==> config.mk <==
export PLATFORM = sky130hd
export DESIGN_NAME = smc_config
export DESIGN_NICKNAME = d
export VERILOG_FILES = /design/src/verilog/smc_pkg.sv /design/src/verilog/smc_line_if.sv /design/src/verilog/smc_config.sv /design/src/verilog/smc_sync.sv
export VERILOG_INCLUDE_DIRS = /design/src /design/src/verilog
export SDC_FILE = /design/constraint.sdc
export NUM_CORES = 1
export LEC_CHECK = 0
export BUFFER_PORTS_ARGS = -buffer_cell sky130_fd_sc_hd__buf_2
export CORE_MARGIN = 3
export CORE_UTILIZATION = 31
export DETAILED_ROUTE_END_ITERATION = 12
export HOLD_SLACK_MARGIN = 0.12
export PLACE_DENSITY = 0.53
export RECOVER_POWER = 25
export SYNTH_ARGS = -nofsm -noshare
export SYNTH_HDL_FRONTEND = slang
export SYNTH_SLANG_ARGS = --single-unit
==> constraint.sdc <==
create_clock -name core_clk_i -period 2 [get_ports core_clk_i]
set_input_delay 0.4 -clock core_clk_i [delete_from_list [all_inputs] [get_ports core_clk_i]]
set_output_delay 0.4 -clock core_clk_i [all_outputs]
set_load 0.03 [all_outputs]
==> src/verilog/smc_defs.svh <==
// constants for the smbus configuration block
// assumes an 8-bit sfr bus and a 25 mhz core clock
`ifndef SMC_DEFS_SVH
`define SMC_DEFS_SVH
// ----------------------------------------------------------------
// register address and reset
// ----------------------------------------------------------------
`define SMC_CFG_ADDR 8'hc1
`define SMC_CFG_RESET 8'h00
// ----------------------------------------------------------------
// field positions
// ----------------------------------------------------------------
`define SMC_BIT_EN 7
`define SMC_BIT_SLV_INHIBIT 6
`define SMC_BIT_BUSY 5
`define SMC_BIT_HOLD 4
`define SMC_BIT_TOE 3
`define SMC_BIT_FTE 2
`define SMC_SRC_HI 1
`define SMC_SRC_LO 0
// ----------------------------------------------------------------
// clock source encodings and bus free count
// ----------------------------------------------------------------
`define SMC_SRC_T0 2'h0
`define SMC_SRC_T1 2'h1
`define SMC_SRC_T2H 2'h2
`define SMC_SRC_T2L 2'h3
`define SMC_FREE_PERIODS 4'ha
`endif

==> src/verilog/smc_pkg.sv <==
// types for the smbus configuration block
// assumes nothing beyond the defs header
package smc_pkg;
   typedef enum logic {SMC_IDLE, SMC_BUSY} smc_bus_state_t;
   typedef logic [1:0] smc_src_sel_t;
endpackage : smc_pkg

==> src/verilog/smc_line_if.sv <==
// synchronised bus line with its edges
// assumes one producer and one consumer on the core clock
interface smc_line_if;
   logic lvl;
   logic rise;
   logic fall;
   modport src (output lvl, output rise, output fall);
   modport dst (input lvl, input rise, input fall);
endinterface : smc_line_if

==> src/verilog/smc_config.sv <==
// smbus configuration register, busy tracking and timeout control
// assumes sfr bus and timer overflows on core_clk_i, pins asynchronous
`include "smc_defs.svh"
// Operation
// - the enable bit turns the interface on and makes it watch the lines.
// - slave inhibit blocks slave interrupts but leaves master ones alone.
// - busy is set by a transfer and cleared by stop, bus free timeout or the enable bit going low.
// - the hold extension bit selects lengthened sda setup and hold.
// - with clock low timeout on, the timer reloads while scl is high.
// - in split mode only the upper timer half is held in reload.
// - bus free timeout frees the bus after over ten source periods high.
// - a two bit field picks timer 0, 1, 2 high or 2 low overflow.
module smc_config
   import smc_pkg::*;
(
   input wire logic core_clk_i,
   input wire logic resetn_i,
   input wire logic ce_i,
   input wire logic [7:0] sfr_addr_i,
   input wire logic sfr_wr_i,
   input wire logic [7:0] sfr_wdata_i,
   output logic [7:0] sfr_rdata_o,
   input wire logic scl_i,
   input wire logic sda_i,
   input wire logic t0_ovf_i,
   input wire logic t1_ovf_i,
   input wire logic t2h_ovf_i,
   input wire logic t2l_ovf_i,
   input wire logic t3_split_i,
   input wire logic slave_event_i,
   input wire logic master_event_i,
   output logic smb_active_o,
   output logic busy_o,
   output logic hold_ext_o,
   output logic bit_tick_o,
   output logic t3_high_reload_o,
   output logic t3_low_reload_o,
   output logic slave_irq_o,
   output logic master_irq_o
);
   // ----------------------------------------------------------------
   // line synchronisers
   // ----------------------------------------------------------------
   smc_line_if scl ();
   smc_line_if sda ();

   smc_sync #(.RST_VAL(1'b1)) u_scl_sync (
      .core_clk_i(core_clk_i),
      .resetn_i(resetn_i),
      .ce_i(ce_i),
      .pin_i(scl_i),
      .line(scl.src)
   );

   smc_sync #(.RST_VAL(1'b1)) u_sda_sync (
      .core_clk_i(core_clk_i),
      .resetn_i(resetn_i),
      .ce_i(ce_i),
      .pin_i(sda_i),
      .line(sda.src)
   );

   // ----------------------------------------------------------------
   // configuration register
   // ----------------------------------------------------------------
   logic [7:0] cfg_reg;
   logic [7:0] cfg_next;
   logic [7:0] rdata_reg;
   logic [7:0] rdata_next;
   logic cfg_hit;
   logic en;
   smc_bus_state_t state_reg;
   smc_bus_state_t state_next;

   assign cfg_hit = sfr_addr_i == `SMC_CFG_ADDR;
   assign en = cfg_reg[`SMC_BIT_EN];

   always_comb
   begin
      cfg_next = cfg_reg;
      if (sfr_wr_i && cfg_hit)
      begin
         cfg_next = sfr_wdata_i;
         cfg_next[`SMC_BIT_BUSY] = 1'b0;
      end
      rdata_next = 8'h00;
      if (cfg_hit)
      begin
         rdata_next = cfg_reg;
         rdata_next[`SMC_BIT_BUSY] = state_reg == SMC_BUSY;
      end
   end

   always_ff @(posedge core_clk_i or negedge resetn_i)
   begin
      if (!resetn_i)
      begin
         cfg_reg <= `SMC_CFG_RESET;
         rdata_reg <= 8'h00;
      end
      else if (ce_i)
      begin
         cfg_reg <= cfg_next;
         rdata_reg <= rdata_next;
      end
   end

   // ----------------------------------------------------------------
   // bit rate source and bus free timeout
   // ----------------------------------------------------------------
   logic src_tick;
   logic [3:0] free_cnt_reg;
   logic [3:0] free_cnt_next;
   logic free_hit;
   logic tick_reg;
   logic start_seen;
   logic stop_seen;

   always_comb
   begin
      case (smc_src_sel_t'(cfg_reg[`SMC_SRC_HI:`SMC_SRC_LO]))
         `SMC_SRC_T0: src_tick = t0_ovf_i;
         `SMC_SRC_T1: src_tick = t1_ovf_i;
         `SMC_SRC_T2H: src_tick = t2h_ovf_i;
         `SMC_SRC_T2L: src_tick = t2l_ovf_i;
         default: src_tick = 1'b0;
      endcase
   end

   // counts ticks only while both lines sit high; saturates one past ten
   always_comb
   begin
      free_cnt_next = free_cnt_reg;
      if (!en || !cfg_reg[`SMC_BIT_FTE] || !scl.lvl || !sda.lvl)
         free_cnt_next = 4'h0;
      else if (src_tick && free_cnt_reg <= `SMC_FREE_PERIODS)
         free_cnt_next = free_cnt_reg + 4'h1;
   end

   // lines must still be high now, so a start in the same cycle wins
   assign free_hit = free_cnt_reg > `SMC_FREE_PERIODS
      && scl.lvl && sda.lvl;
   assign start_seen = en && sda.fall && scl.lvl;
   assign stop_seen = en && sda.rise && scl.lvl;

   always_ff @(posedge core_clk_i or negedge resetn_i)
   begin
      if (!resetn_i)
      begin
         free_cnt_reg <= 4'h0;
         tick_reg <= 1'b0;
      end
      else if (ce_i)
      begin
         free_cnt_reg <= free_cnt_next;
         tick_reg <= src_tick;
      end
   end

   // ----------------------------------------------------------------
   // busy tracking
   // ----------------------------------------------------------------
   always_comb
   begin
      state_next = state_reg;
      case (state_reg)
         SMC_IDLE:
            if (start_seen)
               state_next = SMC_BUSY;
         SMC_BUSY:
            if (!en || stop_seen || free_hit)
               state_next = SMC_IDLE;
         default: state_next = SMC_IDLE;
      endcase
   end

   always_ff @(posedge core_clk_i or negedge resetn_i)
   begin
      if (!resetn_i)
         state_reg <= SMC_IDLE;
      else if (ce_i)
         state_reg <= state_next;
   end

   // ----------------------------------------------------------------
   // outputs
   // ----------------------------------------------------------------
   logic low_to_hold;
   assign low_to_hold = en && cfg_reg[`SMC_BIT_TOE] && scl.lvl;

   assign sfr_rdata_o = rdata_reg;
   assign smb_active_o = en;
   assign busy_o = state_reg == SMC_BUSY;
   assign hold_ext_o = cfg_reg[`SMC_BIT_HOLD];
   assign bit_tick_o = tick_reg;
   assign t3_high_reload_o = low_to_hold;
   assign t3_low_reload_o = low_to_hold && !t3_split_i;
   // slave side drops out entirely, master path untouched
   assign slave_irq_o = en && slave_event_i
      && !cfg_reg[`SMC_BIT_SLV_INHIBIT];
   assign master_irq_o = en && master_event_i;
endmodule : smc_config

==> src/verilog/smc_sync.sv <==
// two-flop synchroniser with edge detect for one bus line
// assumes the pin is asynchronous to core_clk_i
module smc_sync
   import smc_pkg::*;
#(
   parameter logic RST_VAL = 1'b1
)(
   input wire logic core_clk_i,
   input wire logic resetn_i,
   input wire logic ce_i,
   input wire logic pin_i,
   smc_line_if.src line
);
   logic s1_reg;
   logic s2_reg;
   logic s3_reg;
   logic s1_next;
   logic s2_next;
   logic s3_next;

   always_comb
   begin
      s1_next = pin_i;
      s2_next = s1_reg;
      s3_next = s2_reg;
   end

   // idle lines are high, so reset high avoids a false edge
   always_ff @(posedge core_clk_i or negedge resetn_i)
   begin
      if (!resetn_i)
      begin
         s1_reg <= RST_VAL;
         s2_reg <= RST_VAL;
         s3_reg <= RST_VAL;
      end
      else if (ce_i)
      begin
         s1_reg <= s1_next;
         s2_reg <= s2_next;
         s3_reg <= s3_next;
      end
   end

   assign line.lvl = s2_reg;
   assign line.rise = s2_reg & ~s3_reg;
   assign line.fall = ~s2_reg & s3_reg;
endmodule : smc_sync
# Word level (Yosys, flattened, before mapping)
# Cells that the tools add are included.
[totals]
ff_bits = 26
inputBits = 29
output_inout_bits = 16
wordCells = 58
[classes]
addsub = 1
n_lt_le_gt_ge = 2
eq_ne = 4
n_mux = 7
n_bitwise = 5
n_reduce_logical = 29
[op_table]
columns = ["cell", "n"]
rows = [
  ["logical AND 1 bit", 14],
  ["equality test 8 bit, second input constant", 1],
  ["2-to-1 mux 4 bit", 2],
  ["2-to-1 mux 8 bit", 1],
  ["logical NOT 1 bit", 6],
  ["logical OR 1 bit", 5],
  ["adder 4 x 1 -> 4 bit, second input constant", 1],
  ["equality test 2 bit, second input constant", 2],
  ["greater-than comparator 4 bit, second input constant", 1],
  ["less-or-equal comparator 4 bit, second input constant", 1],
  ["one-hot mux 1 bit (4 select lines)", 1],
  ["AND reduction 2 bit", 2],
  ["inverter 1 bit", 3],
  ["AND 1 bit", 2],
  ["equality test 2 x 1 -> 1 bit, second input constant", 1],
  ["logical NOT 2 bit", 1],
  ["2-to-1 mux 1 bit", 2],
  ["one-hot mux 1 bit (2 select lines)", 1],
  ["nonzero test 2 bit", 1],
]

# Depth between registers and ports, before layout
[logic_depth]
depth_word = 8
mapped_depth = 6
mapped_depth_nobuf = 6

# Cells and area by module
# A second synthesis with hierarchy kept.
[hier_totals]
hier_cells = 109
hier_area_um2 = 1234.9
[modules_own_cells]
columns = ["mod", "instances", "cells_each", "area_per_inst_um2"]
rows = [
  ["smc_config", 1, 93, 984.7],
  ["smc_sync", 2, 8, 125.1],
]

# Worst setup path after synthesis
# No wires, ideal clock.
[synth_path]
path_kind = "register to output"
from = "reg cfg_reg[7]"
to = "out t3_low_reload_o"
t_arrival_ns = 1.509
required_ns = 1.600
setup_slack_ns = 0.091
stages_incl_launch_ff = 3
n_path_buf = 0
cell_sequence = "dfrtp_1 -> and3_1 -> nor2b_1"
[synth_between]
elab_chain_cells = 3
[synth_lines]
columns = ["item", "line_no", "rtl"]
rows = [
  ["start, declared", "smc_config.sv:66", "logic [7:0] cfg_reg;"],
  ["start signal, assigned", "smc_config.sv:98", "cfg_reg <= `SMC_CFG_RESET;"],
  ["start signal, assigned", "smc_config.sv:103", "cfg_reg <= cfg_next;"],
  ["logical AND 1 bit (2 in series)", "smc_config.sv:189", "assign low_to_hold = en && cfg_reg[`SMC_BIT_TOE] && scl.lvl;"],
  ["net t3_high_reload_o", "smc_config.sv:36", "output logic t3_high_reload_o,"],
  ["logical AND 1 bit", "smc_config.sv:197", "assign t3_low_reload_o = low_to_hold && !t3_split_i;"],
  ["end, declared", "smc_config.sv:37", "output logic t3_low_reload_o,"],
]
# The timed path passes the listed nets, and every way through them passes these cells.

# Final worst setup path
[layout_path]
from = "reg u_scl_sync.s2_reg, in the netlist u_scl_sync.line.lvl"
to = "out t3_low_reload_o"
[layout_between]
elab_chain_cells = 2
[layout_lines]
columns = ["item", "line_no", "rtl"]
rows = [
  ["start, declared", "smc_sync.sv:15", "logic s2_reg;"],
  ["start signal, assigned", "smc_sync.sv:40", "s2_reg <= s2_next;"],
  ["logical AND 1 bit", "smc_config.sv:189", ""],
  ["logical AND 1 bit", "smc_config.sv:197", ""],
]
# Every way passes these cells.

==> flow_summary.html <==
<table>
<tr><th>Metric</th><th>Value</th></tr>
<tr><th colspan="2">Synthesis</th></tr>
<tr><td>Number of synthesized register bits</td><td>26</td></tr>
<tr><td>Combined area of all synthesized cells</td><td>1180 sq um</td></tr>
<tr><td>Proportion of register bits with asynchronous set or reset after synthesis</td><td>1.00</td></tr>
<tr><td>Prevailing post-synth register cell</td><td>dfrtp_1</td></tr>
<tr><td>Post-Synthesis Mean Instance Area</td><td>13.6 sq um</td></tr>
<tr><td>Post-synthesis sequential area ratio</td><td>0.557</td></tr>
<tr><td>Most numerous cell types in the synthesized netlist</td><td>21 x dfrtp_1, 8 x nand2_1, 7 x a22o_1, 7 x mux2_4</td></tr>
<tr><td>Synth unique cells</td><td>35</td></tr>
<tr><td>Post-synth EDFFs</td><td>0</td></tr>
<tr><td>Instance count of the mapped netlist</td><td>87</td></tr>
<tr><td>Syn Nets</td><td>118</td></tr>
<tr><td>Library cell with the largest summed area after synthesis</td><td>dfrtp_1</td></tr>
<tr><td>Cell with the most instances after synthesis</td><td>dfrtp_1</td></tr>
<tr><td>Fraction of post-synthesis cell area in the top cell type by area</td><td>0.445</td></tr>
<tr><td>Synth area leaders</td><td>dfrtp_1 45%, dfstp_2 11%, mux2_4 8.9%, a22o_1 5.2%, mux2_2 4.8%</td></tr>
<tr><td>Warning count from the yosys run</td><td>0</td></tr>
<tr><th colspan="2">Setup path</th></tr>
<tr><td>Sum of buffers and inverters on the critical path</td><td>1</td></tr>
<tr><td>CP max FO</td><td>5</td></tr>
<tr><td>Critical R2R Launch</td><td>free_cnt_reg[0]$_DFFE_PN0P_</td></tr>
<tr><td>Setup CP Type</td><td>reg2out</td></tr>
<tr><td>Reg2Reg Setup Slack</td><td>0.45 ns</td></tr>
<tr><td>End point of the critical path</td><td>t3_low_reload_o</td></tr>
<tr><td>Depth of the critical timing path with buffers and inverters included</td><td>3</td></tr>
<tr><td>Critical path's slowest cell</td><td>dfstp_2</td></tr>
<tr><td>Source of the critical timing path</td><td>u_scl_sync.line.lvl$_DFFE_PN1P_</td></tr>
<tr><td>Biggest cell delay along the critical path</td><td>0.57 ns</td></tr>
<tr><td>End of the worst register-to-register path</td><td>free_cnt_reg[1]$_DFFE_PN0P_</td></tr>
<tr><td>Cell Chain, Critical Path</td><td>and3_1 &gt; nor2b_1 &gt; buf_2</td></tr>
<tr><td>CP startpoint kind</td><td>flip-flop</td></tr>
<tr><td>Gate family responsible for the most delay along the worst path</td><td>flip-flops</td></tr>
<tr><td>Arrival time at the worst endpoint</td><td>1.34 ns</td></tr>
<tr><td>Endpoint kind of the worst setup timing path</td><td>output pin</td></tr>
<tr><td>Data required time at the worst endpoint</td><td>1.60 ns</td></tr>
<tr><td>Number of cells traversed by the worst register-to-register path</td><td>6</td></tr>
<tr><th colspan="2">Layout</th></tr>
<tr><td>Area growth from synthesis to layout</td><td>26.1%</td></tr>
<tr><td>Share of cells above drive strength 1</td><td>0.534</td></tr>
<tr><td>Max FFs per register</td><td>8</td></tr>
<tr><td>Net count reported at finish</td><td>165</td></tr>
<tr><td>Count of antenna diodes in the layout</td><td>0</td></tr>
<tr><th colspan="2">Clock tree</th></tr>
<tr><td># Post-CTS Setup Buffers</td><td>0</td></tr>
<tr><td>Worst-path clk slew</td><td>0.09 ns</td></tr>
<tr><td>Number of buffers created by CTS</td><td>3</td></tr>
<tr><td>Clock net sink count</td><td>26</td></tr>
<tr><td>CTS resizes</td><td>0</td></tr>
<tr><td>Clk_lat worst skew</td><td>0.27 ns</td></tr>
<tr><td>Clock root buffer</td><td>clkbuf_8</td></tr>
<tr><td>Number of buffers on the longest clock path</td><td>2</td></tr>
<tr><td>Hold buffer count at CTS</td><td>0</td></tr>
<tr><td>TritonCTS clock tree</td><td>yes</td></tr>
<tr><td>H-tree Lvls</td><td>1</td></tr>
<tr><th colspan="2">Route</th></tr>
<tr><td>Total detailed-routing wirelength</td><td>2330 um</td></tr>
<tr><td>Via count</td><td>850</td></tr>
<tr><td>Iteration-0 DRC Markers</td><td>36</td></tr>
<tr><td>Post-detailed-route count of antenna-violating nets</td><td>0</td></tr>
<tr><td>Vias/cell</td><td>4.75</td></tr>
<tr><td>Routed length per placed instance</td><td>13.0 um</td></tr>
<tr><td>Detailed Routing Iterations Pass 1</td><td>4</td></tr>
<tr><td>DRC violations left</td><td>0</td></tr>
<tr><th colspan="2">Power and ir drop</th></tr>
<tr><td>Leakage power of the design</td><td>0.000779 uW</td></tr>
<tr><td>Total power consumption of the routed design</td><td>963 uW</td></tr>
<tr><td>Power Density</td><td>647 nW/um^2</td></tr>
<tr><td>Net Sw Power</td><td>216 uW</td></tr>
<tr><td>Register share of total power</td><td>0.596</td></tr>
<tr><td>Net switching share of the total power</td><td>0.225</td></tr>
<tr><td>Internal power</td><td>746 uW</td></tr>
<tr><td>Power share of the combinational group</td><td>0.094</td></tr>
<tr><td>Largest voltage drop on the vdd net</td><td>0.335 mV</td></tr>
<tr><td>Portion of total power attributed to the clock network</td><td>0.311</td></tr>
<tr><th colspan="2">Global routing</th></tr>
<tr><td>GRT Overall Usage</td><td>0.115</td></tr>
<tr><td>Overflow after GRT</td><td>0</td></tr>
<tr><td>Busiest grt layer</td><td>met2</td></tr>
<tr><td>Largest net degree at the start of global routing</td><td>27</td></tr>
<tr><td>Via count of the first global-routing pass</td><td>849</td></tr>
<tr><td>GR Util met2</td><td>0.171</td></tr>
<tr><td>First-pass GRT wire length</td><td>3930 um</td></tr>
<tr><td>Met1 track utilization from global routing</td><td>0.160</td></tr>
<tr><td>Antenna violations before repair</td><td>0</td></tr>
<tr><td>M3 GR Usage</td><td>0.0383</td></tr>
<tr><th colspan="2">Placement</th></tr>
<tr><td>Port Buf Inserts</td><td>43</td></tr>
<tr><td>Detailed placement HPWL</td><td>1780 um</td></tr>
<tr><td>Final Wtd Congestion</td><td>0.722</td></tr>
<tr><th colspan="2">Floorplanning</th></tr>
<tr><td>Initial core utilization</td><td>0.338</td></tr>
<tr><td>Floorplan die width</td><td>67.7 um</td></tr>
<tr><td>Die height</td><td>67.7 um</td></tr>
<tr><td>I/O pin count</td><td>45</td></tr>
<tr><td>Row cnt</td><td>21</td></tr>
<tr><td>Total die area</td><td>4580 sq um</td></tr>
<tr><td>Total core area</td><td>3490 sq um</td></tr>
<tr><th colspan="2">Timing</th></tr>
<tr><td>Endpoints failing hold</td><td>0</td></tr>
<tr><td>F_max</td><td>0.575 GHz</td></tr>
<tr><td>Final sum of negative setup slack</td><td>0 ns</td></tr>
<tr><td>Final number of setup-violating endpoints</td><td>0</td></tr>
<tr><td>Final clock skew</td><td>0.00504 ns</td></tr>
<tr><td>Count of final max-slew check failures</td><td>0</td></tr>
<tr><td>Setup repair after global routing missed its margin</td><td>no</td></tr>
<tr><td>Rel. slew slack</td><td>0.108</td></tr>
<tr><td>Worst slew pin tran</td><td>1.34 ns</td></tr>
<tr><td>Ratio of final minimum period to clock period</td><td>0.870</td></tr>
<tr><td>Period minus WS final</td><td>1.74 ns</td></tr>
<tr><th colspan="2">Min path</th></tr>
<tr><td>Hold path startpoint</td><td>sfr_wdata_i[2]</td></tr>
<tr><td>Min-Delay Path Class</td><td>in2reg</td></tr>
<tr><th colspan="2">Run status</th></tr>
<tr><td>Run status</td><td>finished, final reports clean</td></tr>
<tr><th colspan="2">Flow run</th></tr>
<tr><td>Count of max-cap constraint violations</td><td>0</td></tr>
</table>
## metrics by stage
stage / area, sq um / utilization / hold WS (ns) / worst slack (ns) / instances
2_1_floorplan: 1180 / - / 0.104 / 0.0914 / 87
3_3_place_gp: 1440 / 0.413 / 0.434 / 0.353 / 175
3_5_place_dp: 1440 / 0.413 / 0.432 / 0.287 / 175
4_1_cts: 1490 / 0.426 / 0.132 / 0.242 / 179
5_1_grt: 1490 / 0.426 / 0.344 / 0.151 / 179
6_report: 1490 / 0.426 / 0.357 / 0.260 / 179
## cell usage in the layout (no fill, tap or decap), types with 2 or more instances in the layout
cell / count
clkbuf_8: 3
o22ai_1: 2
ha_1: 2
nand2_1: 8
dfrtp_1: 21
dfstp_2: 5
a22o_1: 7
a21oi_1: 2
mux2_4: 7
buf_2: 42
nor2b_1: 2
clkbuf_1: 2
o21ai_0: 2
mux2_2: 5
## power by group through the flow
| stage | Sequential [uW] | Clock, uW | Combinational, uW |
|---|---|---|---|
| detailed placement | 584 | 0 | 93.0 |
| CTS | 574 | 314 | 93.1 |
| floorplan | 585 | 0 | 42.3 |
| finish | 573 | 299 | 90.1 |
| global placement | 583 | 0 | 91.3 |
| global route | 579 | 335 | 102 |
## cell families after synthesis
group	after synthesis	synth area share
AO/OA/AOI/OAI	18	0.121
flip-flops	26	0.557
adder cells (fa/ha/maj)	2	0.0212
multiplexers	13	0.156
AND/OR/NAND/NOR	24	0.125
buffers and inverters	4	0.0201
## worst reg2reg max path, delay by kind of cell, from the launching register on
family	cells	cell delay (ns)
and+or+nand+nor	2	0.26
adders and majority gates	1	0.14
AOI/OAI and AO/OA	2	0.58
DFF	1	0.43
buffers and inverters	1	0.07
## worst min-delay path by stage
stage                                      end  slack, ns  cells after the start
finish                  cfg_reg[2]$_DFFE_PN0P_       0.36                      2
global route            cfg_reg[2]$_DFFE_PN0P_       0.34                      2
CTS                 sfr_rdata_o[1]$_DFFE_PN0P_       0.13                      1
detailed placement  sfr_rdata_o[1]$_DFFE_PN0P_       0.43                      1
global placement    sfr_rdata_o[0]$_DFFE_PN0P_       0.43                      1
floorplan               bit_tick_o$_DFFE_PN0P_       0.10                      0
## cell type report
cell class | count | area, sq um
repair buffers | 44 | 221
inverters | 2 | 7.51
multi-input cells | 57 | 499
fillers | 349 | 2010
flip-flops and latches | 26 | 657
clock buffers | 4 | 45.0
well taps | 46 | 57.6
## metal layers
| layer | part of all wire | wire, um | up-vias |
|---|---|---|---|
| li1 | - | - | 411 |
| met1 | 0.44 | 1030 | 411 |
| met2 | 0.49 | 1130 | 26 |
| met3 | 0.064 | 150 | 2 |
| met4 | 0.0052 | 12 | 0 |
| met5 | 0 | 0 | - |
(Power assumes the default switching activity.)
